--- src/rtl/mpc_defs.svh ---
// Constants for the mode parameter capacity and error recovery controller.
// Function
// Sense data length counts page bytes only.
// Medium type byte always reads zero.
// Write protect bit follows select control bit.
// DPOFUA header bit always reads zero.
// Device specific bits and density code zero.
// Block descriptor length is zero or eight.
// Sense returns zero blocks, configured block length.
// Select block count sets working capacity.
// Count above maximum gives illegal address.
// Access beyond working capacity gives illegal address.
// Capacity saved only when save bit set.
// Block length change restores maximum capacity.
// Page save bit one; ignored on select.
// Page length counts bytes after it.
// Recovery page length six or ten.
// Reallocation and transfer flags default zero, changeable.
// Continuous, early, offset counts fixed zero.
// Post error flag defaults one, changeable.
// Inverted disable flags default zero, changeable.
// Retry counts default eight, changeable.
// Correction span 0, 18h or 48h only.
// Time limit FF old, 0000 changeable new.
// Sense transfer stops at allocation or data end.
`ifndef MPC_DEFS_SVH
`define MPC_DEFS_SVH

// ----------------------------------------------------------------
// Layout
// ----------------------------------------------------------------
`define MPC_HDR6_LEN      16'h0004
`define MPC_HDR10_LEN     16'h0008
`define MPC_BD_LEN        16'h0008
`define MPC_PG_OLD_TOTAL  16'h0008
`define MPC_PG_NEW_TOTAL  16'h000C
`define MPC_PG_OLD_LEN    8'h06
`define MPC_PG_NEW_LEN    8'h0A
`define MPC_PG_ERP        6'h01
`define MPC_PG_NONE       6'h00
`define MPC_PG_ALL        6'h3F
`define MPC_OLD_TLIMIT    8'hFF

// ----------------------------------------------------------------
// Capacity and defaults
// ----------------------------------------------------------------
`define MPC_NB_MAXSEL     24'h0F_FFFF
`define MPC_NB_KEEP       24'h00_0000
`define MPC_DEF_RETRY     8'h08
`define MPC_DEF_SPAN      8'h48
`define MPC_ALT_SPAN      8'h18
`define MPC_ZERO_SPAN     8'h00

// ----------------------------------------------------------------
// Page control and status codes
// ----------------------------------------------------------------
`define MPC_PC_CUR        2'h0
`define MPC_PC_CHG        2'h1
`define MPC_PC_DEF        2'h2
`define MPC_PC_SAV        2'h3
`define MPC_SK_NONE       4'h0
`define MPC_SK_ILLEGAL    4'h5
`define MPC_ASC_NONE      8'h00
`define MPC_ASC_BAD_LBA   8'h21
`define MPC_ASC_BAD_CDB   8'h24
`define MPC_ASC_BAD_PARM  8'h26

`endif

--- src/rtl/mpc_pkg.sv ---
// Types shared by the mode parameter controller modules.
package mpc_pkg;

  typedef enum logic [1:0] {
    MPC_IDLE,
    MPC_SENSE,
    MPC_SELECT,
    MPC_COMMIT
  } mpc_state_t;

  typedef struct packed {
    logic        awre;
    logic        arre;
    logic        tb;
    logic        per;
    logic        dte;
    logic        dcr;
    logic [7:0]  rd_retry;
    logic [7:0]  corr_span;
    logic [7:0]  wr_retry;
    logic [15:0] rec_limit;
  } mpc_erp_t;

endpackage

--- src/rtl/mpc_sense_byte.sv ---
// Byte generator for the mode sense data stream.
`timescale 1ns/10ps
`include "mpc_defs.svh"
module mpc_sense_byte
  import mpc_pkg::*;
(
  input  wire logic [4:0]  idx_i,
  input  wire logic        ten_i,
  input  wire logic        bd_on_i,
  input  wire logic        page_on_i,
  input  wire logic        scsi2_i,
  input  wire logic        chg_i,
  input  wire logic        wp_i,
  input  wire logic [23:0] blk_len_i,
  input  wire mpc_erp_t    erp_i,
  output logic      [7:0]  byte_o
);

  logic [4:0] hdr;
  logic [4:0] bd_end;
  logic [4:0] q;
  logic [4:0] p;
  logic [7:0] sdl;
  logic [7:0] flags;

  always_comb begin
    hdr    = ten_i ? 5'(`MPC_HDR10_LEN) : 5'(`MPC_HDR6_LEN);
    bd_end = hdr + (bd_on_i ? 5'(`MPC_BD_LEN) : 5'h00);
    q      = idx_i - hdr;
    p      = idx_i - bd_end;
    sdl    = page_on_i ? (scsi2_i ? 8'(`MPC_PG_NEW_TOTAL) : 8'(`MPC_PG_OLD_TOTAL)) : 8'h00;
    flags  = {wp_i, 2'b00, 1'b0, 4'h0};
    byte_o = 8'h00;
    if (idx_i < hdr) begin
      if (ten_i) begin
        case (idx_i[2:0])
          3'h1: byte_o = sdl;
          3'h3: byte_o = flags;
          3'h7: byte_o = bd_on_i ? 8'(`MPC_BD_LEN) : 8'h00;
          default: byte_o = 8'h00;
        endcase
      end else begin
        case (idx_i[1:0])
          2'h0: byte_o = sdl;
          2'h2: byte_o = flags;
          2'h3: byte_o = bd_on_i ? 8'(`MPC_BD_LEN) : 8'h00;
          default: byte_o = 8'h00;
        endcase
      end
    end else if (idx_i < bd_end) begin
      case (q[2:0])
        3'h5: byte_o = blk_len_i[23:16];
        3'h6: byte_o = blk_len_i[15:8];
        3'h7: byte_o = blk_len_i[7:0];
        default: byte_o = 8'h00;
      endcase
    end else begin
      case (p[3:0])
        4'h0: byte_o = {1'b1, 1'b0, `MPC_PG_ERP};
        4'h1: byte_o = scsi2_i ? `MPC_PG_NEW_LEN : `MPC_PG_OLD_LEN;
        4'h2: byte_o = {erp_i.awre, erp_i.arre, erp_i.tb, 2'b00, erp_i.per, erp_i.dte, erp_i.dcr};
        4'h3: byte_o = erp_i.rd_retry;
        4'h4: byte_o = erp_i.corr_span;
        4'h7: byte_o = (scsi2_i || chg_i) ? 8'h00 : `MPC_OLD_TLIMIT;
        4'h8: byte_o = erp_i.wr_retry;
        4'hA: byte_o = erp_i.rec_limit[15:8];
        4'hB: byte_o = erp_i.rec_limit[7:0];
        default: byte_o = 8'h00;
      endcase
    end
  end

endmodule

--- src/rtl/mpc_mode_ctrl.sv ---
// Mode sense and select controller for capacity and error recovery page.
`timescale 1ns/10ps
`include "mpc_defs.svh"
module mpc_mode_ctrl
  import mpc_pkg::*;
#(
  parameter logic [23:0] MAX_BLOCKS  = 24'h08_0000,
  parameter logic [23:0] DEF_BLK_LEN = 24'h00_0200
)
(
  input  wire logic        core_clk_i,
  input  wire logic        rst_i,
  input  wire logic        clk_en_i,
  input  wire logic        scsi2_i,
  input  wire logic        cmd_valid_i,
  input  wire logic        cmd_sense_i,
  input  wire logic        cmd_ten_i,
  input  wire logic        cmd_dbd_i,
  input  wire logic [1:0]  cmd_pc_i,
  input  wire logic [5:0]  cmd_page_i,
  input  wire logic [15:0] cmd_alloc_i,
  input  wire logic        cmd_save_i,
  input  wire logic        cmd_wp_i,
  output logic             cmd_ready_o,
  output logic             din_valid_o,
  output logic      [7:0]  din_data_o,
  input  wire logic        din_ready_i,
  input  wire logic        dout_valid_i,
  input  wire logic [7:0]  dout_data_i,
  input  wire logic        dout_last_i,
  output logic             dout_ready_o,
  output logic             done_o,
  output logic             check_o,
  output logic      [3:0]  sense_key_o,
  output logic      [7:0]  asc_o,
  input  wire logic        fmt_bytes_chg_i,
  input  wire logic        nv_valid_i,
  input  wire logic [23:0] nv_cap_i,
  output logic             nv_wr_o,
  output logic      [23:0] nv_cap_o,
  input  wire logic        acc_valid_i,
  input  wire logic [23:0] acc_lba_i,
  input  wire logic [15:0] acc_cnt_i,
  output logic             acc_resp_o,
  output logic             acc_illegal_o,
  output logic      [23:0] capacity_o,
  output logic      [23:0] blk_len_o,
  output logic             wp_o,
  output logic             awre_o,
  output logic             arre_o,
  output logic             tb_o,
  output logic             per_o,
  output logic             dte_o,
  output logic             dcr_o,
  output logic      [7:0]  rd_retry_o,
  output logic      [7:0]  wr_retry_o,
  output logic      [7:0]  corr_span_o,
  output logic      [15:0] rec_limit_o
);

  // ----------------------------------------------------------------
  // Elaboration checks and constant page sets
  // ----------------------------------------------------------------
  if (MAX_BLOCKS == 24'h00_0000 || MAX_BLOCKS >= `MPC_NB_MAXSEL) begin : g_bad_max
    $error("MAX_BLOCKS must be nonzero and below the maximum select code");
  end

  localparam mpc_erp_t ERP_DEF = '{awre: 1'b0, arre: 1'b0, tb: 1'b0, per: 1'b1, dte: 1'b0, dcr: 1'b0,
                                   rd_retry: `MPC_DEF_RETRY, corr_span: `MPC_DEF_SPAN,
                                   wr_retry: `MPC_DEF_RETRY, rec_limit: 16'h0000};
  localparam mpc_erp_t ERP_CHG = '{awre: 1'b1, arre: 1'b1, tb: 1'b1, per: 1'b1, dte: 1'b1, dcr: 1'b1,
                                   rd_retry: 8'hFF, corr_span: 8'hFF, wr_retry: 8'hFF, rec_limit: 16'hFFFF};

  function automatic mpc_erp_t merge_erp(input mpc_erp_t cur, input mpc_erp_t upd, input mpc_erp_t msk);
    merge_erp = (cur & ~msk) | (upd & msk);
  endfunction

  // ----------------------------------------------------------------
  // State
  // ----------------------------------------------------------------
  mpc_state_t  state;
  mpc_erp_t    cur_erp;
  mpc_erp_t    sav_erp;
  mpc_erp_t    sel_erp;
  mpc_erp_t    gen_erp;
  logic [15:0] idx;
  logic [15:0] xfer_n;
  logic        s_ten;
  logic        s_bd_on;
  logic        s_page_on;
  logic        s_chg;
  logic        s_save;
  logic        s_wp;
  logic [1:0]  s_pc;
  logic [15:0] sel_bdl;
  logic [5:0]  sel_pcode;
  logic        sel_bd_seen;
  logic [23:0] sel_nb;
  logic [23:0] sel_bl;
  logic        booted;
  logic [15:0] hdr_len;
  logic [15:0] bd_end;
  logic [15:0] q;
  logic [15:0] p;
  logic [15:0] total;
  logic [15:0] next_xfer;
  logic        page_ok;
  logic        page_on;
  logic        span_bad;
  logic        nb_bad;
  logic        bl_chg;
  logic [23:0] next_cap;
  logic [4:0]  gen_idx;
  logic [7:0]  gen_byte;
  logic        take_cmd;
  logic        adv;

  assign cmd_ready_o  = (state == MPC_IDLE);
  assign din_valid_o  = (state == MPC_SENSE);
  assign dout_ready_o = (state == MPC_SELECT);
  assign take_cmd     = clk_en_i && cmd_valid_i && (state == MPC_IDLE);
  assign adv          = clk_en_i && din_ready_i && (state == MPC_SENSE);

  // ----------------------------------------------------------------
  // Command decode and sizing
  // ----------------------------------------------------------------
  always_comb begin
    page_ok   = (cmd_page_i == `MPC_PG_NONE) || (cmd_page_i == `MPC_PG_ERP) || (cmd_page_i == `MPC_PG_ALL);
    page_on   = (cmd_page_i != `MPC_PG_NONE);
    total     = (cmd_ten_i ? `MPC_HDR10_LEN : `MPC_HDR6_LEN) + (cmd_dbd_i ? 16'h0000 : `MPC_BD_LEN)
              + (page_on ? (scsi2_i ? `MPC_PG_NEW_TOTAL : `MPC_PG_OLD_TOTAL) : 16'h0000);
    next_xfer = (cmd_alloc_i < total) ? cmd_alloc_i : total;
    hdr_len   = s_ten ? `MPC_HDR10_LEN : `MPC_HDR6_LEN;
    bd_end    = hdr_len + sel_bdl;
    q         = idx - hdr_len;
    p         = idx - bd_end;
    span_bad  = (sel_erp.corr_span != `MPC_ZERO_SPAN) && (sel_erp.corr_span != `MPC_ALT_SPAN)
             && (sel_erp.corr_span != `MPC_DEF_SPAN);
    nb_bad    = (sel_nb != `MPC_NB_KEEP) && (sel_nb != `MPC_NB_MAXSEL) && (sel_nb > MAX_BLOCKS);
    bl_chg    = sel_bd_seen && (sel_bl != blk_len_o);
    if (bl_chg || sel_nb == `MPC_NB_MAXSEL) begin
      next_cap = MAX_BLOCKS;
    end else if (sel_nb == `MPC_NB_KEEP) begin
      next_cap = capacity_o;
    end else begin
      next_cap = sel_nb;
    end
    case (s_pc)
      `MPC_PC_CHG: gen_erp = ERP_CHG;
      `MPC_PC_DEF: gen_erp = ERP_DEF;
      `MPC_PC_SAV: gen_erp = sav_erp;
      default:     gen_erp = cur_erp;
    endcase
    gen_idx = (state == MPC_SENSE) ? 5'(idx + 16'h0001) : 5'h00;
  end

  // ----------------------------------------------------------------
  // Sequencer
  // ----------------------------------------------------------------
  always_ff @(posedge core_clk_i or posedge rst_i) begin
    if (rst_i) begin
      state <= MPC_IDLE;
      idx   <= 16'h0000;
    end else if (clk_en_i) begin
      case (state)
        MPC_IDLE: begin
          idx <= 16'h0000;
          if (cmd_valid_i) begin
            if (!cmd_sense_i) begin
              state <= MPC_SELECT;
            end else if (page_ok && next_xfer != 16'h0000) begin
              state <= MPC_SENSE;
            end
          end
        end
        MPC_SENSE: begin
          if (din_ready_i) begin
            if (idx + 16'h0001 >= xfer_n) begin
              state <= MPC_IDLE;
            end
            idx <= idx + 16'h0001;
          end
        end
        MPC_SELECT: begin
          if (dout_valid_i) begin
            idx <= idx + 16'h0001;
            if (dout_last_i) begin
              state <= MPC_COMMIT;
            end
          end
        end
        MPC_COMMIT: state <= MPC_IDLE;
        default:    state <= MPC_IDLE;
      endcase
    end
  end

  // ----------------------------------------------------------------
  // Latched command fields and sense data output
  // ----------------------------------------------------------------
  always_ff @(posedge core_clk_i or posedge rst_i) begin
    if (rst_i) begin
      s_ten      <= 1'b0;
      s_bd_on    <= 1'b0;
      s_page_on  <= 1'b0;
      s_chg      <= 1'b0;
      s_save     <= 1'b0;
      s_wp       <= 1'b0;
      s_pc       <= `MPC_PC_CUR;
      xfer_n     <= 16'h0000;
      din_data_o <= 8'h00;
    end else if (clk_en_i) begin
      if (take_cmd) begin
        s_ten     <= cmd_ten_i;
        s_bd_on   <= !cmd_dbd_i;
        s_page_on <= page_on;
        s_chg     <= (cmd_pc_i == `MPC_PC_CHG);
        s_save    <= cmd_save_i;
        s_wp      <= cmd_wp_i;
        s_pc      <= cmd_pc_i;
        xfer_n    <= next_xfer;
        din_data_o <= gen_byte;
      end
      if (adv) begin
        din_data_o <= gen_byte;
      end
    end
  end

  // The latched fields are only ready one cycle after acceptance, while valid is already up,
  // so the generator is fed from the live command inputs for index zero.
  mpc_sense_byte u_gen (
    .idx_i     (gen_idx),
    .ten_i     (state == MPC_SENSE ? s_ten : cmd_ten_i),
    .bd_on_i   (state == MPC_SENSE ? s_bd_on : !cmd_dbd_i),
    .page_on_i (state == MPC_SENSE ? s_page_on : page_on),
    .scsi2_i   (scsi2_i),
    .chg_i     (s_chg),
    .wp_i      (wp_o),
    .blk_len_i (blk_len_o),
    .erp_i     (gen_erp),
    .byte_o    (gen_byte)
  );

  // ----------------------------------------------------------------
  // Select parameter parsing
  // ----------------------------------------------------------------
  always_ff @(posedge core_clk_i or posedge rst_i) begin
    if (rst_i) begin
      sel_erp     <= ERP_DEF;
      sel_bdl     <= 16'h0000;
      sel_pcode   <= `MPC_PG_NONE;
      sel_bd_seen <= 1'b0;
      sel_nb      <= `MPC_NB_KEEP;
      sel_bl      <= DEF_BLK_LEN;
    end else if (clk_en_i) begin
      if (take_cmd) begin
        sel_erp     <= cur_erp;
        sel_bdl     <= 16'h0000;
        sel_pcode   <= `MPC_PG_NONE;
        sel_bd_seen <= 1'b0;
        sel_nb      <= `MPC_NB_KEEP;
        sel_bl      <= blk_len_o;
      end else if (state == MPC_SELECT && dout_valid_i) begin
        if (idx < hdr_len) begin
          if (idx == hdr_len - 16'h0002 && s_ten) sel_bdl[15:8] <= dout_data_i;
          if (idx == hdr_len - 16'h0001) sel_bdl[7:0] <= dout_data_i;
        end else if (idx < bd_end) begin
          sel_bd_seen <= 1'b1;
          case (q)
            16'h0001: sel_nb[23:16] <= dout_data_i;
            16'h0002: sel_nb[15:8]  <= dout_data_i;
            16'h0003: sel_nb[7:0]   <= dout_data_i;
            16'h0005: sel_bl[23:16] <= dout_data_i;
            16'h0006: sel_bl[15:8]  <= dout_data_i;
            16'h0007: sel_bl[7:0]   <= dout_data_i;
            default: ;
          endcase
        end else if (p == 16'h0000) begin
          sel_pcode <= dout_data_i[5:0];
        end else if (sel_pcode == `MPC_PG_ERP) begin
          case (p)
            16'h0002: {sel_erp.awre, sel_erp.arre, sel_erp.tb} <= dout_data_i[7:5];
            16'h0003: sel_erp.rd_retry  <= dout_data_i;
            16'h0004: sel_erp.corr_span <= dout_data_i;
            16'h0008: sel_erp.wr_retry  <= scsi2_i ? dout_data_i : sel_erp.wr_retry;
            16'h000A: sel_erp.rec_limit[15:8] <= scsi2_i ? dout_data_i : sel_erp.rec_limit[15:8];
            16'h000B: sel_erp.rec_limit[7:0]  <= scsi2_i ? dout_data_i : sel_erp.rec_limit[7:0];
            default: ;
          endcase
          if (p == 16'h0002) begin
            {sel_erp.per, sel_erp.dte, sel_erp.dcr} <= dout_data_i[2:0];
          end
        end
      end
    end
  end

  // ----------------------------------------------------------------
  // Commit of page values, block length and write protect
  // ----------------------------------------------------------------
  always_ff @(posedge core_clk_i or posedge rst_i) begin
    if (rst_i) begin
      cur_erp   <= ERP_DEF;
      sav_erp   <= ERP_DEF;
      blk_len_o <= DEF_BLK_LEN;
      wp_o      <= 1'b0;
    end else if (clk_en_i && state == MPC_COMMIT && !span_bad && !nb_bad) begin
      cur_erp   <= merge_erp(cur_erp, sel_erp, ERP_CHG);
      sav_erp   <= s_save ? merge_erp(cur_erp, sel_erp, ERP_CHG) : sav_erp;
      blk_len_o <= sel_bl;
      wp_o      <= s_wp;
    end
  end

  // ----------------------------------------------------------------
  // Working capacity and its nonvolatile copy
  // ----------------------------------------------------------------
  // The stored capacity is taken once after reset release, since an asynchronous reset may load no input.
  always_ff @(posedge core_clk_i or posedge rst_i) begin
    if (rst_i) begin
      capacity_o <= MAX_BLOCKS;
      booted     <= 1'b0;
      nv_wr_o    <= 1'b0;
      nv_cap_o   <= MAX_BLOCKS;
    end else if (clk_en_i) begin
      nv_wr_o <= 1'b0;
      booted  <= 1'b1;
      if (!booted && nv_valid_i && nv_cap_i != `MPC_NB_KEEP && nv_cap_i <= MAX_BLOCKS) begin
        capacity_o <= nv_cap_i;
      end else if (state == MPC_COMMIT && !span_bad && !nb_bad) begin
        capacity_o <= next_cap;
        nv_wr_o    <= s_save;
        nv_cap_o   <= next_cap;
      end else if (fmt_bytes_chg_i) begin
        capacity_o <= MAX_BLOCKS;
      end
    end
  end

  // ----------------------------------------------------------------
  // Completion status
  // ----------------------------------------------------------------
  always_ff @(posedge core_clk_i or posedge rst_i) begin
    if (rst_i) begin
      done_o      <= 1'b0;
      check_o     <= 1'b0;
      sense_key_o <= `MPC_SK_NONE;
      asc_o       <= `MPC_ASC_NONE;
    end else if (clk_en_i) begin
      done_o <= 1'b0;
      if (take_cmd && cmd_sense_i && (!page_ok || next_xfer == 16'h0000)) begin
        done_o      <= 1'b1;
        check_o     <= !page_ok;
        sense_key_o <= page_ok ? `MPC_SK_NONE : `MPC_SK_ILLEGAL;
        asc_o       <= page_ok ? `MPC_ASC_NONE : `MPC_ASC_BAD_CDB;
      end else if (adv && idx + 16'h0001 >= xfer_n) begin
        done_o      <= 1'b1;
        check_o     <= 1'b0;
        sense_key_o <= `MPC_SK_NONE;
        asc_o       <= `MPC_ASC_NONE;
      end else if (clk_en_i && state == MPC_COMMIT) begin
        done_o      <= 1'b1;
        check_o     <= span_bad || nb_bad;
        sense_key_o <= (span_bad || nb_bad) ? `MPC_SK_ILLEGAL : `MPC_SK_NONE;
        asc_o       <= span_bad ? `MPC_ASC_BAD_PARM : (nb_bad ? `MPC_ASC_BAD_LBA : `MPC_ASC_NONE);
      end
    end
  end

  // ----------------------------------------------------------------
  // Access range check
  // ----------------------------------------------------------------
  always_ff @(posedge core_clk_i or posedge rst_i) begin
    if (rst_i) begin
      acc_resp_o    <= 1'b0;
      acc_illegal_o <= 1'b0;
    end else if (clk_en_i) begin
      acc_resp_o <= acc_valid_i;
      if (acc_valid_i) begin
        acc_illegal_o <= ({1'b0, acc_lba_i} + {9'h000, acc_cnt_i}) > {1'b0, capacity_o};
      end
    end
  end

  assign awre_o      = cur_erp.awre;
  assign arre_o      = cur_erp.arre;
  assign tb_o        = cur_erp.tb;
  assign per_o       = cur_erp.per;
  assign dte_o       = cur_erp.dte;
  assign dcr_o       = cur_erp.dcr;
  assign rd_retry_o  = cur_erp.rd_retry;
  assign wr_retry_o  = cur_erp.wr_retry;
  assign corr_span_o = cur_erp.corr_span;
  assign rec_limit_o = cur_erp.rec_limit;

endmodule

--- src/tb/mpc_host.sv ---
// Initiator model that takes mode sense bytes with random stalls.
`timescale 1ns/10ps
module mpc_host (
  input  wire logic core_clk_i,
  input  wire logic din_valid_i,
  output logic      din_ready_o
);
  int seed = 78;
  initial din_ready_o = 1'b0;
  // A real initiator may pause the data in phase at any byte.
  always @(negedge core_clk_i) din_ready_o <= din_valid_i & 1'($random(seed));
endmodule

--- src/tb/tb.sv ---
// Self-checking bench for the mode parameter controller.
`timescale 1ns/10ps
module tb;
  import mpc_pkg::*;
  localparam logic [23:0] MAXB = 24'h08_0000;
  logic core_clk_i, rst_i, clk_en_i, scsi2_i, cmd_valid_i, cmd_sense_i, cmd_ten_i, cmd_dbd_i;
  logic cmd_save_i, cmd_wp_i, din_ready_i, dout_valid_i, dout_last_i, fmt_bytes_chg_i, nv_valid_i, acc_valid_i;
  logic cmd_ready_o, din_valid_o, dout_ready_o, done_o, check_o, nv_wr_o, acc_resp_o, acc_illegal_o;
  logic wp_o, awre_o, arre_o, tb_o, per_o, dte_o, dcr_o, dn, nvw;
  logic [1:0]  cmd_pc_i;
  logic [3:0]  sense_key_o;
  logic [5:0]  cmd_page_i;
  logic [7:0]  dout_data_i, din_data_o, asc_o, rd_retry_o, wr_retry_o, corr_span_o;
  logic [15:0] cmd_alloc_i, acc_cnt_i, rec_limit_o;
  logic [23:0] nv_cap_i, acc_lba_i, nv_cap_o, capacity_o, blk_len_o, r;
  logic [7:0]  q[$], sq[$];
  int          n_fail = 0, cmp_count = 0, cyc = 0, seed = 78;
  mpc_mode_ctrl #(.MAX_BLOCKS(MAXB)) dut (.*);
  mpc_host host (.core_clk_i(core_clk_i), .din_valid_i(din_valid_o), .din_ready_o(din_ready_i));
  task automatic chk(input logic [31:0] a, input logic [31:0] e);
    cmp_count++;
    if (a !== e) begin
      n_fail++;
      $display("mismatch t=%0t got %h exp %h", $time, a, e);
    end
  endtask
  task end_sim;
    $display("checks %0d fails %0d", cmp_count, n_fail);
    if (n_fail == 0 && cmp_count > 0) $display("STATUS OK");
    else $display("STATUS NOT OK");
    $finish;
  endtask
  task automatic cmd(input logic s, t, d, input logic [1:0] pc, input logic [5:0] pg, input logic [15:0] al);
    {cmd_sense_i, cmd_ten_i, cmd_dbd_i, cmd_pc_i, cmd_page_i, cmd_alloc_i} = {s, t, d, pc, pg, al};
    cmd_valid_i = 1'b1;
    @(negedge core_clk_i);
    cmd_valid_i = 1'b0;
    if (!s) foreach (sq[i]) begin
      {dout_valid_i, dout_data_i, dout_last_i} = {1'b1, sq[i], (i == sq.size() - 1)};
      while (dout_ready_o !== 1'b1) @(negedge core_clk_i);
      @(negedge core_clk_i);
    end
    dout_valid_i = 1'b0;
    for (int i = 0; i < 500 && done_o !== 1'b1; i++) @(negedge core_clk_i);
    {dn, nvw} = {done_o, nv_wr_o};
    @(negedge core_clk_i);
    chk(dn, 1'b1);
  endtask
  // Every select carries the same page except the rejected span 30h, so the page outputs never move after the first one.
  task automatic sel(input logic [23:0] nb, input logic sv, ck, input logic [7:0] as, sp, input logic [23:0] cp);
    sq = {8'h00, 8'h00, 8'h00, 8'h08, 8'h00, nb[23:16], nb[15:8], nb[7:0], 8'h00, 8'h00, 8'h02, 8'h00,
          8'h81, 8'h0A, 8'hA0, 8'hFF, sp, 8'h00, 8'h00, 8'h00, 8'h00, 8'h00, 8'h00, 8'h00};
    cmd_save_i = sv;
    cmd(1'b0, 1'b0, 1'b0, 2'h0, 6'h01, 16'h0000);
    chk({check_o, sense_key_o, asc_o}, {ck, 1'b0, ck, 1'b0, ck, as});
    chk(capacity_o, cp);
    chk(nvw, sv & !ck);
    chk({awre_o, arre_o, tb_o, per_o, dte_o, dcr_o, corr_span_o, rd_retry_o, wr_retry_o}, 30'h28_18FF00);
  endtask
  task automatic acc(input logic [23:0] l, input logic [15:0] c, input logic e);
    {acc_valid_i, acc_lba_i, acc_cnt_i} = {1'b1, l, c};
    @(negedge core_clk_i);
    acc_valid_i = 1'b0;
    chk({acc_resp_o, acc_illegal_o}, {1'b1, e});
    @(negedge core_clk_i);
  endtask
  always @(posedge core_clk_i)
    if (din_valid_o === 1'b1 && din_ready_i === 1'b1) begin
      if (q.size() == 0) chk(din_data_o, 32'hFFFF_FFFF);
      else chk(din_data_o, q.pop_front());
    end
  always @(posedge core_clk_i) if (++cyc == 20000) begin
    n_fail++;
    end_sim;
  end
  initial begin
    core_clk_i = 1'b0;
    forever #5 core_clk_i = ~core_clk_i;
  end
  initial begin
    {cmd_valid_i, cmd_sense_i, cmd_ten_i, cmd_dbd_i, cmd_pc_i, cmd_page_i, cmd_alloc_i, cmd_save_i} = '0;
    {cmd_wp_i, dout_valid_i, dout_data_i, dout_last_i, fmt_bytes_chg_i, acc_valid_i, acc_lba_i, acc_cnt_i} = '0;
    {rst_i, clk_en_i, scsi2_i, nv_valid_i, nv_cap_i} = {4'hF, 24'h00_1234};
    repeat (6) @(negedge core_clk_i);
    rst_i = 1'b0;
    repeat (2) @(negedge core_clk_i);
    chk(capacity_o, 24'h00_1234);
    q = {8'h0C, 8'h00, 8'h00, 8'h08, 8'h00, 8'h00, 8'h00, 8'h00, 8'h00, 8'h00, 8'h02, 8'h00,
         8'h81, 8'h0A, 8'h04, 8'h08, 8'h48, 8'h00, 8'h00, 8'h00, 8'h08, 8'h00, 8'h00, 8'h00};
    cmd(1'b1, 1'b0, 1'b0, 2'h2, 6'h01, 16'h00FF);
    chk(q.size(), 0);
    chk(blk_len_o, 24'h00_0200);
    cmd_wp_i = 1'b1;
    r = 24'($random(seed)) % MAXB + 24'h00_0001;
    sel(r, 1'b1, 1'b0, 8'h00, 8'h18, r);
    chk(wp_o, 1'b1);
    sel(MAXB + 24'h00_0001, 1'b1, 1'b1, 8'h21, 8'h18, r);
    acc(r - 24'h00_0001, 16'h0001, 1'b0);
    acc(r, 16'h0001, 1'b1);
    fmt_bytes_chg_i = 1'b1;
    @(negedge core_clk_i);
    fmt_bytes_chg_i = 1'b0;
    chk(capacity_o, MAXB);
    sel(r, 1'b0, 1'b0, 8'h00, 8'h18, r);
    sel(24'h00_0000, 1'b0, 1'b0, 8'h00, 8'h18, r);
    sel(24'h0F_FFFF, 1'b0, 1'b0, 8'h00, 8'h18, MAXB);
    sel(MAXB, 1'b0, 1'b1, 8'h26, 8'h30, MAXB);
    scsi2_i = 1'b0;
    q = {8'h00, 8'h08, 8'h00, 8'h80, 8'h00, 8'h00, 8'h00, 8'h00, 8'h81, 8'h06, 8'hA0, 8'hFF, 8'h18, 8'h00,
         8'h00, 8'hFF, 8'h00, 8'h08, 8'h00, 8'h80, 8'h00};
    cmd(1'b1, 1'b1, 1'b1, 2'h3, 6'h3F, 16'h0020);
    cmd(1'b1, 1'b1, 1'b1, 2'h0, 6'h3F, 16'h0005);
    chk(q.size(), 0);
    cmd(1'b1, 1'b0, 1'b0, 2'h0, 6'h01, 16'h0000);
    chk(check_o, 1'b0);
    end_sim;
  end
endmodule
--- config.mk ---
export PLATFORM = sky130hd
export DESIGN_NAME = mpc_mode_ctrl
export DESIGN_NICKNAME = d
export VERILOG_FILES = /design/src/rtl/mpc_pkg.sv /design/src/rtl/mpc_sense_byte.sv /design/src/rtl/mpc_mode_ctrl.sv /design/src/tb/mpc_host.sv /design/src/tb/tb.sv
export VERILOG_INCLUDE_DIRS = /design/src /design/src/rtl
export SDC_FILE = /design/constraint.sdc
export NUM_CORES = 1
export LEC_CHECK = 0
export ABC_CLOCK_PERIOD_IN_PS = 15200
export BUFFER_PORTS_ARGS = -buffer_cell sky130_fd_sc_hd__buf_2
export CAP_MARGIN = 20
export CORE_AREA = 2 2 214 216
export DETAILED_ROUTE_END_ITERATION = 10
export DIE_AREA = 0 0 216 218
export PLACE_DENSITY = 0.63
export SYNTH_ARGS = -nofsm -noshare
export SYNTH_HDL_FRONTEND = slang
export SYNTH_SLANG_ARGS = --single-unit
export TNS_END_PERCENT = 100
--- constraint.sdc ---
create_clock -name core_clk_i -period 15.2 [get_ports core_clk_i]
set_input_delay 2.28 -clock core_clk_i [delete_from_list [all_inputs] [get_ports core_clk_i]]
set_output_delay 2.28 -clock core_clk_i [all_outputs]
set_load 0.02 [all_outputs]
Word level (Yosys, flattened, before mapping)
Cells that the tools add are included.

$add $sub $neg: 12. Bitwise operators: 1. Multiplexer cells: 104. Eq/ne operators: 54. Reduce and logical (&&, ||, !) cells: 95. Magnitude comparators: 9.

Operators with widths (count): $mux W24 (13); $mux W46 (6); $mux W8 (24); $pmux W46 S3 (1); $mux W16 (6); $pmux W8 S3 (3); $pmux W8 S9 (1); $eq A16 B2 Y1 const B (4); $eq A16 B3 Y1 const B (4); $eq A16 B4 Y1 const B (3); $mux W6 (8); $pmux W16 S3 (1); $reduce_bool A24 Y1 (2); $mux W4 (11); $reduce_bool A2 Y1 (21); $reduce_and A5 Y1 (7); $eq A16 B16 Y1 (2); $logic_not A16 Y1 (2); $reduce_and A7 Y1 (4); $add A24 B16 Y25 (1); $gt A25 B24 Y1 (1); $eq A24 B20 Y1 const B (1); $gt A24 B20 Y1 const B (1); $le A24 B20 Y1 const B (1); other kinds (56) (147).

Register bits: 350. Logic and storage cells: 339. Input bits: 112.

Depth between registers and ports, before layout
Gate-level depths: netlist (run 1).

Depth in word-level cells: 11. Gate-level depth with buffers: 19. Depth with buffers taken out: 19.

Cells and area by module
A second synthesis (run 1) with hierarchy kept.

Cell total of the unflattened synthesis: 2269. Area total of the unflattened synthesis: 20870.0 µm².

By module, submodules not included: mpc_mode_ctrl (cells an instance 2097, seq. area each 8557.0 µm², times used 1, area an instance 19723.9 µm²); mpc_sense_byte (cells an instance 172, seq. area each 0.0 µm², times used 1, area an instance 1146.1 µm²).

Worst setup path before layout (run 1)
No wires, ideal clock.

Path kind: input-to-reg. Start point: in cmd_page_i[3]. End point: reg done_o. Setup time: 0.135 ns. Stages on the path: 17. Required time: 15.065 ns. Arrival time: 5.711 ns. Buffers on the path: 0. Path slack: 9.354 ns. Cell sequence: nor4_1 > nand2b_1 > or2_2 > and2_1 > ha_1 > ha_1 > ha_1 > inv_1 > ha_1 > o21ai_0 > nand2b_1 > a21oi_1 > mux2i_1 > a21oi_1 > a211oi_1 > a21o_1 > o21ai_0.

Longest elaborated chain between the ends: 9. Elaborated cells on any way between the ends: 15. Classes of those cells: add/sub: 1; order compare: 1; eq/ne: 2; mux: 3; reduce/logical: 8.

RTL lines: from (decl) (RTL line mpc_mode_ctrl.sv:20) `input wire logic [5:0] cmd_page_i,`; $reduce_bool A6 Y1 (no line); $mux W4 (RTL line mpc_mode_ctrl.sv:131) `` + (page_on ? (scsi2_i ? `MPC_PG_NEW_TOTAL : `MPC_PG_OLD_TOTAL) : 16'h0000); ``; $add A5 B4 Y6 (RTL line mpc_mode_ctrl.sv:130) `` total = (cmd_ten_i ? `MPC_HDR10_LEN : `MPC_HDR6_LEN) + (cmd_dbd_i ? 16'h0000 : `MPC_BD_LEN) ``; $lt A16 B6 Y1 (RTL line mpc_mode_ctrl.sv:132) `next_xfer = (cmd_alloc_i < total) ? cmd_alloc_i : total;`; $mux W16 (RTL line mpc_mode_ctrl.sv:132); $logic_not A16 Y1 (RTL line mpc_mode_ctrl.sv:352) `if (take_cmd && cmd_sense_i && (!page_ok || next_xfer == 16'h0000)) begin`; $logic_or A1 B1 Y1 (*) (RTL line mpc_mode_ctrl.sv:352); $logic_and A1 B1 Y1 (*) (RTL line mpc_mode_ctrl.sv:352); $mux W1 (*) (RTL line mpc_mode_ctrl.sv:352); to (signal assigned) (RTL line mpc_mode_ctrl.sv:351) `done_o <= 1'b0;`; to (signal assigned) (RTL line mpc_mode_ctrl.sv:353) `done_o <= 1'b1;`; to (signal assigned) (RTL line mpc_mode_ctrl.sv:358) `done_o <= 1'b1;`; to (decl) (RTL line mpc_mode_ctrl.sv:32) `output logic done_o,`.

Mark *: on every way between the ends. The rest lies on a longest branch, timed or not. A chain may end at the register's enable or synchronous reset.

Worst setup path in the final report (run 1)
Same ends and word-level chain as after synthesis.

==> results.md, run 1 <==
* Outcome: completed
* Setup Skew at 0.0292 ns
* Die ar. at 0.0471 mm2
* P_leak at 0.0119 uW
* Design Area, Final at 0.0231 mm2
* CTS tree: yes
* Die width at 216 um
* Min cycle time layout at 6.17 ns
* Flops & latches, synth at 341
* Main synth FF type: dfrtp_1
* Critical Path AT at 6.61 ns
* Clk_lat worst skew at 0.57 ns
* Mapped cell area at 0.0199 mm2
* Seq/Total Area, Yosys at 42.9%
* Gr usage total at 25.4%
* Setup TNS at 0 ns
* DR WL/cell at 20.7 um
* Routed Antenna Nets at 0
* GP Congestion at 0.901
* Initial antenna violation count at 0
* Startpoint type of the worst setup path: input port
* Slew @ Worst Pin at 1.13 ns
* Fin nets at 2500
* Max Cap Viol at 0
* Share of layout cells above drive strength 1 at 22.8%
* Final Hold Vio Count at 0
* Sw frac at 38.5%
* Setup-failing EPs final at 0
* Slew HR at 24.3%
* Die Span Y at 218 um
* Vias in the first global route at 16.7k
* WP data required at 15.64 ns
* Grt total ovfl at 0
* Setup crit end kind: register
* Leading cell type in the layout, fill and taps excluded: dfrtp_1
* Starting Density at 44.4%
* # DRC at 0
* Global-route wire length before repair at 94.6 mm
* Largest area contributor in the netlist: dfrtp_1
* Top cells by area, synth: dfrtp_1 (40%), mux2_2 (6.8%), ha_1 (6.0%)
* Post-synth EDFFs at 0
* RSZ-0062 raised after global routing: no
* HP Class: reg -> reg
* Area after DPL at 0.0216 mm2
* Detailed-route via count at 16.9k
* Worst-path fanout max at 7
* Internal power at 2000 uW
* H-tree depth at 2
* Max Root-Sink Buffers at 3
* Diode count at 0
* Ports at 259
* Post-synthesis average cell area at 9.56 um2
* Reg power frac at 33.2%
* CTS Buf Count at 39
* Clk sinks at 341
* Dpl hpwl at 43.1 mm
* Buffers on Ports at 252
* WS Path Type: in -> reg
* DRT iter0 DRCs at 1269
* Post-synth top area share at 40.4%
* Post-synthesis cell count at 2084
* Max-slew violation count at 0
* Area grow syn2layout at 15.7%
* Largest net degree at the start of global routing at 123
* Power per cell area at 141 mW/mm2
* NetSw at 1250 uW
* Synth Warn # at 0
* Synth async-reset ratio at 100%
* Clock Power Share at 30.6%
* Detailed Route WL at 60.4 mm
* Fillers at 4185
* Combinational power share at 36.2%
* Final Cycle Share at 40.6%
* Netlist cell types at 80
* Worst vdd ir at 0.0840 mV
* Clock root cell: clkbuf_16
* Detailed Routing Iterations Pass 1 at 7
* Fmax at 162 MHz
* Number of hold buffers added after cts at 0
* Vias per std cell at 5.78
* Most frequent cells in the layout: dfrtp_1 (322), buf_2 (252), nand2_1 (215)
* Post-CTS setup buffers at 0
* Clock transition at the registers of the reported paths at 0.06 ns
* Placeable core region at 0.0449 mm2
* Row Count at 78
* Post-CTS sizing at 0
-- critical path, cell delays in order --
cell      delay (ns)
buf_2           0.11
nor4_1          0.26
nand2b_1        0.11
or2_2           0.30
and2_1          0.16
ha_1            0.18
ha_1            0.18
ha_1            0.31
inv_1           0.05
ha_1            0.26
o21ai_0         0.09
nand2b_1        0.07
a21oi_1         0.60
mux2i_1         0.37
a21oi_1         0.12
a211oi_1        0.73
a21o_1          0.30
o21ai_0         0.10
-- power by group through the flow --
| stage | Clock, uW | Combinational [uW] | Sequential (uW) |
|---|---|---|---|
| floorplan | 0 | 768 | 1110 |
| global placement | 0 | 1140 | 1090 |
| finish | 996 | 1180 | 1080 |
| detailed placement | 0 | 1150 | 1090 |
| global route | 1050 | 1280 | 1090 |
| CTS | 1010 | 1160 | 1080 |
-- sequential cells by signal, summed over array words and instances (netlist names), 24 cells and up --
signal      flops
blk_len_o      24
capacity_o     24
nv_cap_o       24
sav_erp        46
sel_bl         24
sel_erp        46
sel_nb         24
-- area by class of cell --
type                            count  area [um2]  share of cell area [%]
Tap cell                          600         751                    3.26
Sequential cell                   341        8560                    37.1
Timing Repair Buffer              274        1450                    6.30
Multi-Input combinational cell   1542       10600                    45.9
Clock inverter                     16         230                   0.998
Inverter                           90         345                    1.50
Clock buffer                       56        1140                    4.94
-- cell usage after synthesis, types with 42 or more instances --
| cell type | number |
|---|---|
| a21oi_1 | 128 |
| clkbuf_1 | 100 |
| dfrtp_1 | 322 |
| ha_1 | 96 |
| inv_1 | 89 |
| mux2_2 | 120 |
| mux2i_1 | 88 |
| nand2_1 | 216 |
| nand3_1 | 61 |
| nor2_1 | 143 |
| nor3_1 | 50 |
| o21ai_0 | 114 |
| xor2_1 | 42 |
-- path summary, 6_finish.rpt --
check                                  start                    endpoint  slack (ns)  depth (start not counted)
max                            cmd_page_i[3]          done_o$_DFFE_PP0P_        9.03                         18
min in group asynchronous              rst_i      sav_erp[6]$_DFFE_PP0P_        1.85                          2
min reg2reg                 s_wp$_DFFE_PP0P_            s_wp$_DFFE_PP0P_        0.48                          2
max in group asynchronous              rst_i  corr_span_o[6]$_DFFE_PP1P_       11.21                          5
min                         s_wp$_DFFE_PP0P_            s_wp$_DFFE_PP0P_        0.48                          2
max reg2reg                s_ten$_DFFE_PP0P_       sel_bl[5]$_DFFE_PP0P_        9.54                         17
-- through the flow --
step	worst slack, ns	power (uW)	utilization (%)	hold WS, ns	instances
after floorplan	3.50	1880	-	0.426	2089
after global placement	8.45	2230	48.2	0.460	2844
after detailed placement	8.39	2250	48.2	0.468	2844
after CTS	8.97	3250	51.3	0.483	2916
after global routing	8.64	3420	51.4	0.513	2919
final	9.03	3250	51.4	0.478	2919
-- per-layer routing --
metal / vias up / share of wire (%) / wire, um / global-route usage (%)
met5: - / 0 / 0 / 0
met4: 0 / 3.9 / 2370 / 10.1
met3: 124 / 6.5 / 3920 / 4.97
met2: 554 / 47 / 28300 / 41.6
met1: 8335 / 43 / 25800 / 33.3
li1: 7867 / - / - / -
-- kinds of logic (layout without fill, tap and decap cells) --
| logic type | Yosys count | in the layout | share of synthesized area (%) |
|---|---|---|---|
| xor+xnor | 78 | 78 | 3.43 |
| simple gates | 683 | 683 | 16.7 |
| flops | 341 | 341 | 42.9 |
| mux | 210 | 210 | 11.4 |
| other cells | 1 | 6 | 0.0188 |
| compound gates | 465 | 465 | 15.0 |
| buf+inv | 206 | 436 | 4.14 |
| fa+ha+maj | 100 | 100 | 6.43 |
(Power assumes the default switching activity.)
==> inputs of run 2 (changes only) <==
--- a/config.mk
+++ b/config.mk
@@ -6,13 +6,14 @@
 export SDC_FILE = /design/constraint.sdc
 export NUM_CORES = 1
 export LEC_CHECK = 0
-export ABC_CLOCK_PERIOD_IN_PS = 15200
+export ABC_AREA = 1
+export ABC_CLOCK_PERIOD_IN_PS = 5400
 export BUFFER_PORTS_ARGS = -buffer_cell sky130_fd_sc_hd__buf_2
 export CAP_MARGIN = 20
-export CORE_AREA = 2 2 214 216
+export CORE_AREA = 2 2 217 219
 export DETAILED_ROUTE_END_ITERATION = 10
-export DIE_AREA = 0 0 216 218
-export PLACE_DENSITY = 0.63
+export DIE_AREA = 0 0 219 221
+export PLACE_DENSITY = 0.66
 export SYNTH_ARGS = -nofsm -noshare
 export SYNTH_HDL_FRONTEND = slang
 export SYNTH_SLANG_ARGS = --single-unit
==> constraint.sdc (replaced) <==
create_clock -name core_clk_i -period 5.4 [get_ports core_clk_i]
set_input_delay 0.81 -clock core_clk_i [delete_from_list [all_inputs] [get_ports core_clk_i]]
set_output_delay 0.81 -clock core_clk_i [all_outputs]
set_load 0.02 [all_outputs]
==> run 2 against run 1 <==
  * Clock power grew to 2.6 times the previous value
  * Sequential power increased to 3.7 times the previous value
  * Die area increased by 2.8%
  * Critical path type is now reg -> reg
  * Register-to-register slack worse by 9.0 ns
  * Total power grew to 3.6 times the previous value
  * Flip-flop and latch count is the same
  * Worst setup slack worse by 8.5 ns
==> results.md, run 2 <==
* Setup-failing EPs final at 0 (unchanged)
* Seq/Total Area, Yosys at 41.5% (was 42.9%)
* Area grow syn2layout at 14.9% (was 15.7%)
* Fin nets at 3180 (was 2500)
* Power per cell area at 496 mW/mm2 (was 141 mW/mm2)
* RSZ-0062 raised after global routing: no (unchanged)
* Top flop regs: sav_erp: 46 flops, sel_erp: 46 flops (unchanged)
* Die Span Y at 221 um (was 218 um)
* CTS Buf Count at 40 (was 39)
* Synth Warn # at 0 (unchanged)
* Die ar. at 0.0484 mm2 (was 0.0471 mm2)
* Post-synth EDFFs at 0 (unchanged)
* H-tree depth at 2 (unchanged)
* Initial antenna violation count at 2 (was 0)
* Post-synthesis average cell area at 7.50 um2 (was 9.56 um2)
* Slew HR at 24.3% (about the same)
* Post-CTS setup buffers at 0 (unchanged)
* Dpl hpwl at 51.6 mm (was 43.1 mm)
* Area after DPL at 0.0224 mm2 (was 0.0216 mm2)
* Setup crit end kind: register (unchanged)
* Startpoint type of the worst setup path: register (was input port)
* GP Congestion at 0.949 (was 0.901)
* Slew @ Worst Pin at 1.13 ns (about the same)
* CTS tree: yes (unchanged)
* Worst-path fanout max at 21 (was 7)
* WS Path Type: reg -> reg (was in -> reg)
* Post-synthesis cell count at 2748 (was 2084)
* Count leader, synth: nand2_1 (was dfrtp_1)
* Min cycle time layout at 4.85 ns
* WP data required at 5.91 ns (was 15.64 ns)
* Fillers at 4562 (was 4185)
* Max Cap Viol at 0 (unchanged)
* Clk_lat worst skew at 0.59 ns (was 0.57 ns)
* HP Class: in -> async (was reg -> reg)
* Placeable core region at 0.0461 mm2 (was 0.0449 mm2)
* DRT iter0 DRCs at 1715 (was 1269)
* Top cells by area, synth: dfrtp_1 (39%), nand2_1 (13%), o21ai_0 (6.9%) (was dfrtp_1 (40%), mux2_2 (6.8%), ha_1 (6.0%))
* Largest net degree at the start of global routing at 117 (was 123)
* Buffers on Ports at 252 (unchanged)
* Grt total ovfl at 0 (unchanged)
* Final Hold Vio Count at 0 (unchanged)
* Ports at 259 (unchanged)
* Largest area contributor in the netlist: dfrtp_1 (unchanged)
* Clock root cell: clkbuf_16 (unchanged)
* Clk sinks at 341 (unchanged)
* Starting Density at 44.7% (was 44.4%)
* Most frequent cells in the layout: nand2_1 (739), inv_1 (334), dfrtp_1 (322) (was dfrtp_1 (322), buf_2 (252), nand2_1 (215))
* Detailed Route WL at 68.7 mm (was 60.4 mm)
* Outcome: completed (unchanged)
* Detailed Routing Iterations Pass 1 at 7 (unchanged)
* Critical Path AT at 5.36 ns (was 6.61 ns)
* Main synth FF type: dfrtp_1 (unchanged)
* Fmax at 206 MHz
* Leading cell type in the layout, fill and taps excluded: nand2_1 (was dfrtp_1)
* Finished Layout Cells at 3603 (was 2919)
* Design Area, Final at 0.0237 mm2 (was 0.0231 mm2)
* Mapped cell area at 0.0206 mm2 (was 0.0199 mm2)
* Number of hold buffers added after cts at 0 (unchanged)
* Row Count at 79 (was 78)
* Vias in the first global route at 19.1k (was 16.7k)
* Final Cycle Share at 89.7%
* Die width at 219 um (was 216 um)
* Post-synth top area share at 39.1% (was 40.4%)
* Post-CTS sizing at 0 (unchanged)
* Max-slew violation count at 0 (unchanged)
* Vias per std cell at 5.54 (was 5.78)
* Netlist cell types at 55 (was 80)
* Setup TNS at 0 ns (unchanged)
* Max Root-Sink Buffers at 3 (unchanged)
* Routed Antenna Nets at 0 (unchanged)
* P_leak at 0.0123 uW (was 0.0119 uW)
* Dpl cells at 3532 (was 2844)
* Share of layout cells above drive strength 1 at 13.3% (was 22.8%)
* DR WL/cell at 19.1 um (was 20.7 um)
* Flops & latches, synth at 341 (unchanged)
* Gr usage total at 28.3% (was 25.4%)
* # DRC at 0 (unchanged)
* Global-route wire length before repair at 108 mm (was 94.6 mm)
* Clock transition at the registers of the reported paths at 0.06 ns (about the same)
* Synth async-reset ratio at 100% (unchanged)
* Setup Skew at 0.0301 ns (was 0.0292 ns)
* List of most frequent post-synthesis cells: nand2_1 (739), inv_1 (335), dfrtp_1 (322) (was dfrtp_1 (322), nand2_1 (216), nor2_1 (143))
* Diode count at 0 (unchanged)
* Detailed-route via count at 20.0k (was 16.9k)
* Worst vdd ir at 0.313 mV (was 0.0840 mV)
run 2: layer usage:
metal,vias to the layer above,wire (um),GRT usage [%]
met5,-,12,0
met3,187,4070,4.00
met2,745,32500,46.4
li1,9512,-,-
met1,9518,29100,37.5
met4,2,3050,11.9
run 2: worst max-delay path, cell delays in order (launching register included):
cell	delay, ns
dfrtp_1	0.43
inv_1	0.20
ha_1	0.21
inv_1	0.06
fa_1	0.40
nor3_1	0.20
inv_1	0.08
nor2_1	0.14
inv_1	0.07
nor2_1	0.18
a21oi_1	0.09
or2_2	0.28
ha_1	0.37
nand2_1	0.12
nor2_1	0.23
nand3_1	0.15
nand3_1	0.09
nand2_1	0.05
nand2_1	0.06
nand2_1	0.08
nor2_4	0.22
nand4_4	0.39
buf_4	0.38
nand3_2	0.18
nand2_1	0.09
nand2_1	0.07
run 2: cells by family after synthesis:
kind of cell | Yosys count | synth area share, %
XOR/XNOR | 65 | 2.76
adder cells (fa/ha/maj) | 100 | 6.22
AND/OR/NAND/NOR | 1263 | 26.4
other | 1 | 0.0182
buffers and inverters | 460 | 8.84
AO/OA/AOI/OAI | 518 | 14.2
flip-flops | 341 | 41.5
run 2: worst paths after layout:
| kind | from | to | slack (ns) | depth (start not counted) |
|---|---|---|---|---|
| worst min register to register | sel_erp[19]$_DFFE_PP1P_ | sel_erp[19]$_DFFE_PP1P_ | 0.46 | 2 |
| worst min-delay path | rst_i | sav_erp[4]$_DFFE_PP0P_ | 0.40 | 2 |
| max in group asynchronous | rst_i | capacity_o[2]$_DFFE_PP0P_ | 3.86 | 3 |
| worst max-delay path | s_ten$_DFFE_PP0P_ | sel_erp[12]$_DFFE_PP0P_ | 0.55 | 25 |
| worst max register to register | s_ten$_DFFE_PP0P_ | sel_erp[12]$_DFFE_PP0P_ | 0.55 | 25 |
| min in group core_clk_i | cmd_wp_i | s_wp$_DFFE_PP0P_ | 0.43 | 3 |
run 2: where the power goes:
group          internal, uW  switching [uW]
combinational          1610            3530
clock                  1470            1150
sequential             3270             716
run 2: area by class of cell:
type                    count  area (um2)  share of cell area [%]
inverters                 352        1330                    5.60
clock buffers              62        1140                    4.83
repair buffers            281        1540                    6.51
multi-input cells        1952       10300                    43.3
flip-flops and latches    341        8560                    36.1
well taps                 607         759                    3.21
clock inverters             8        86.3                   0.365
run 2: metrics by stage:
stage	power, uW	hold slack [ns]	utilization (%)	worst slack [ns]
floorplan	7240	0.431	-	0.0450
global placement	9000	0.449	48.6	0.784
detailed placement	9090	0.452	48.7	0.612
CTS	11700	0.403	51.4	0.604
global route	12500	0.429	51.4	0.0904
finish	11700	0.398	51.4	0.554
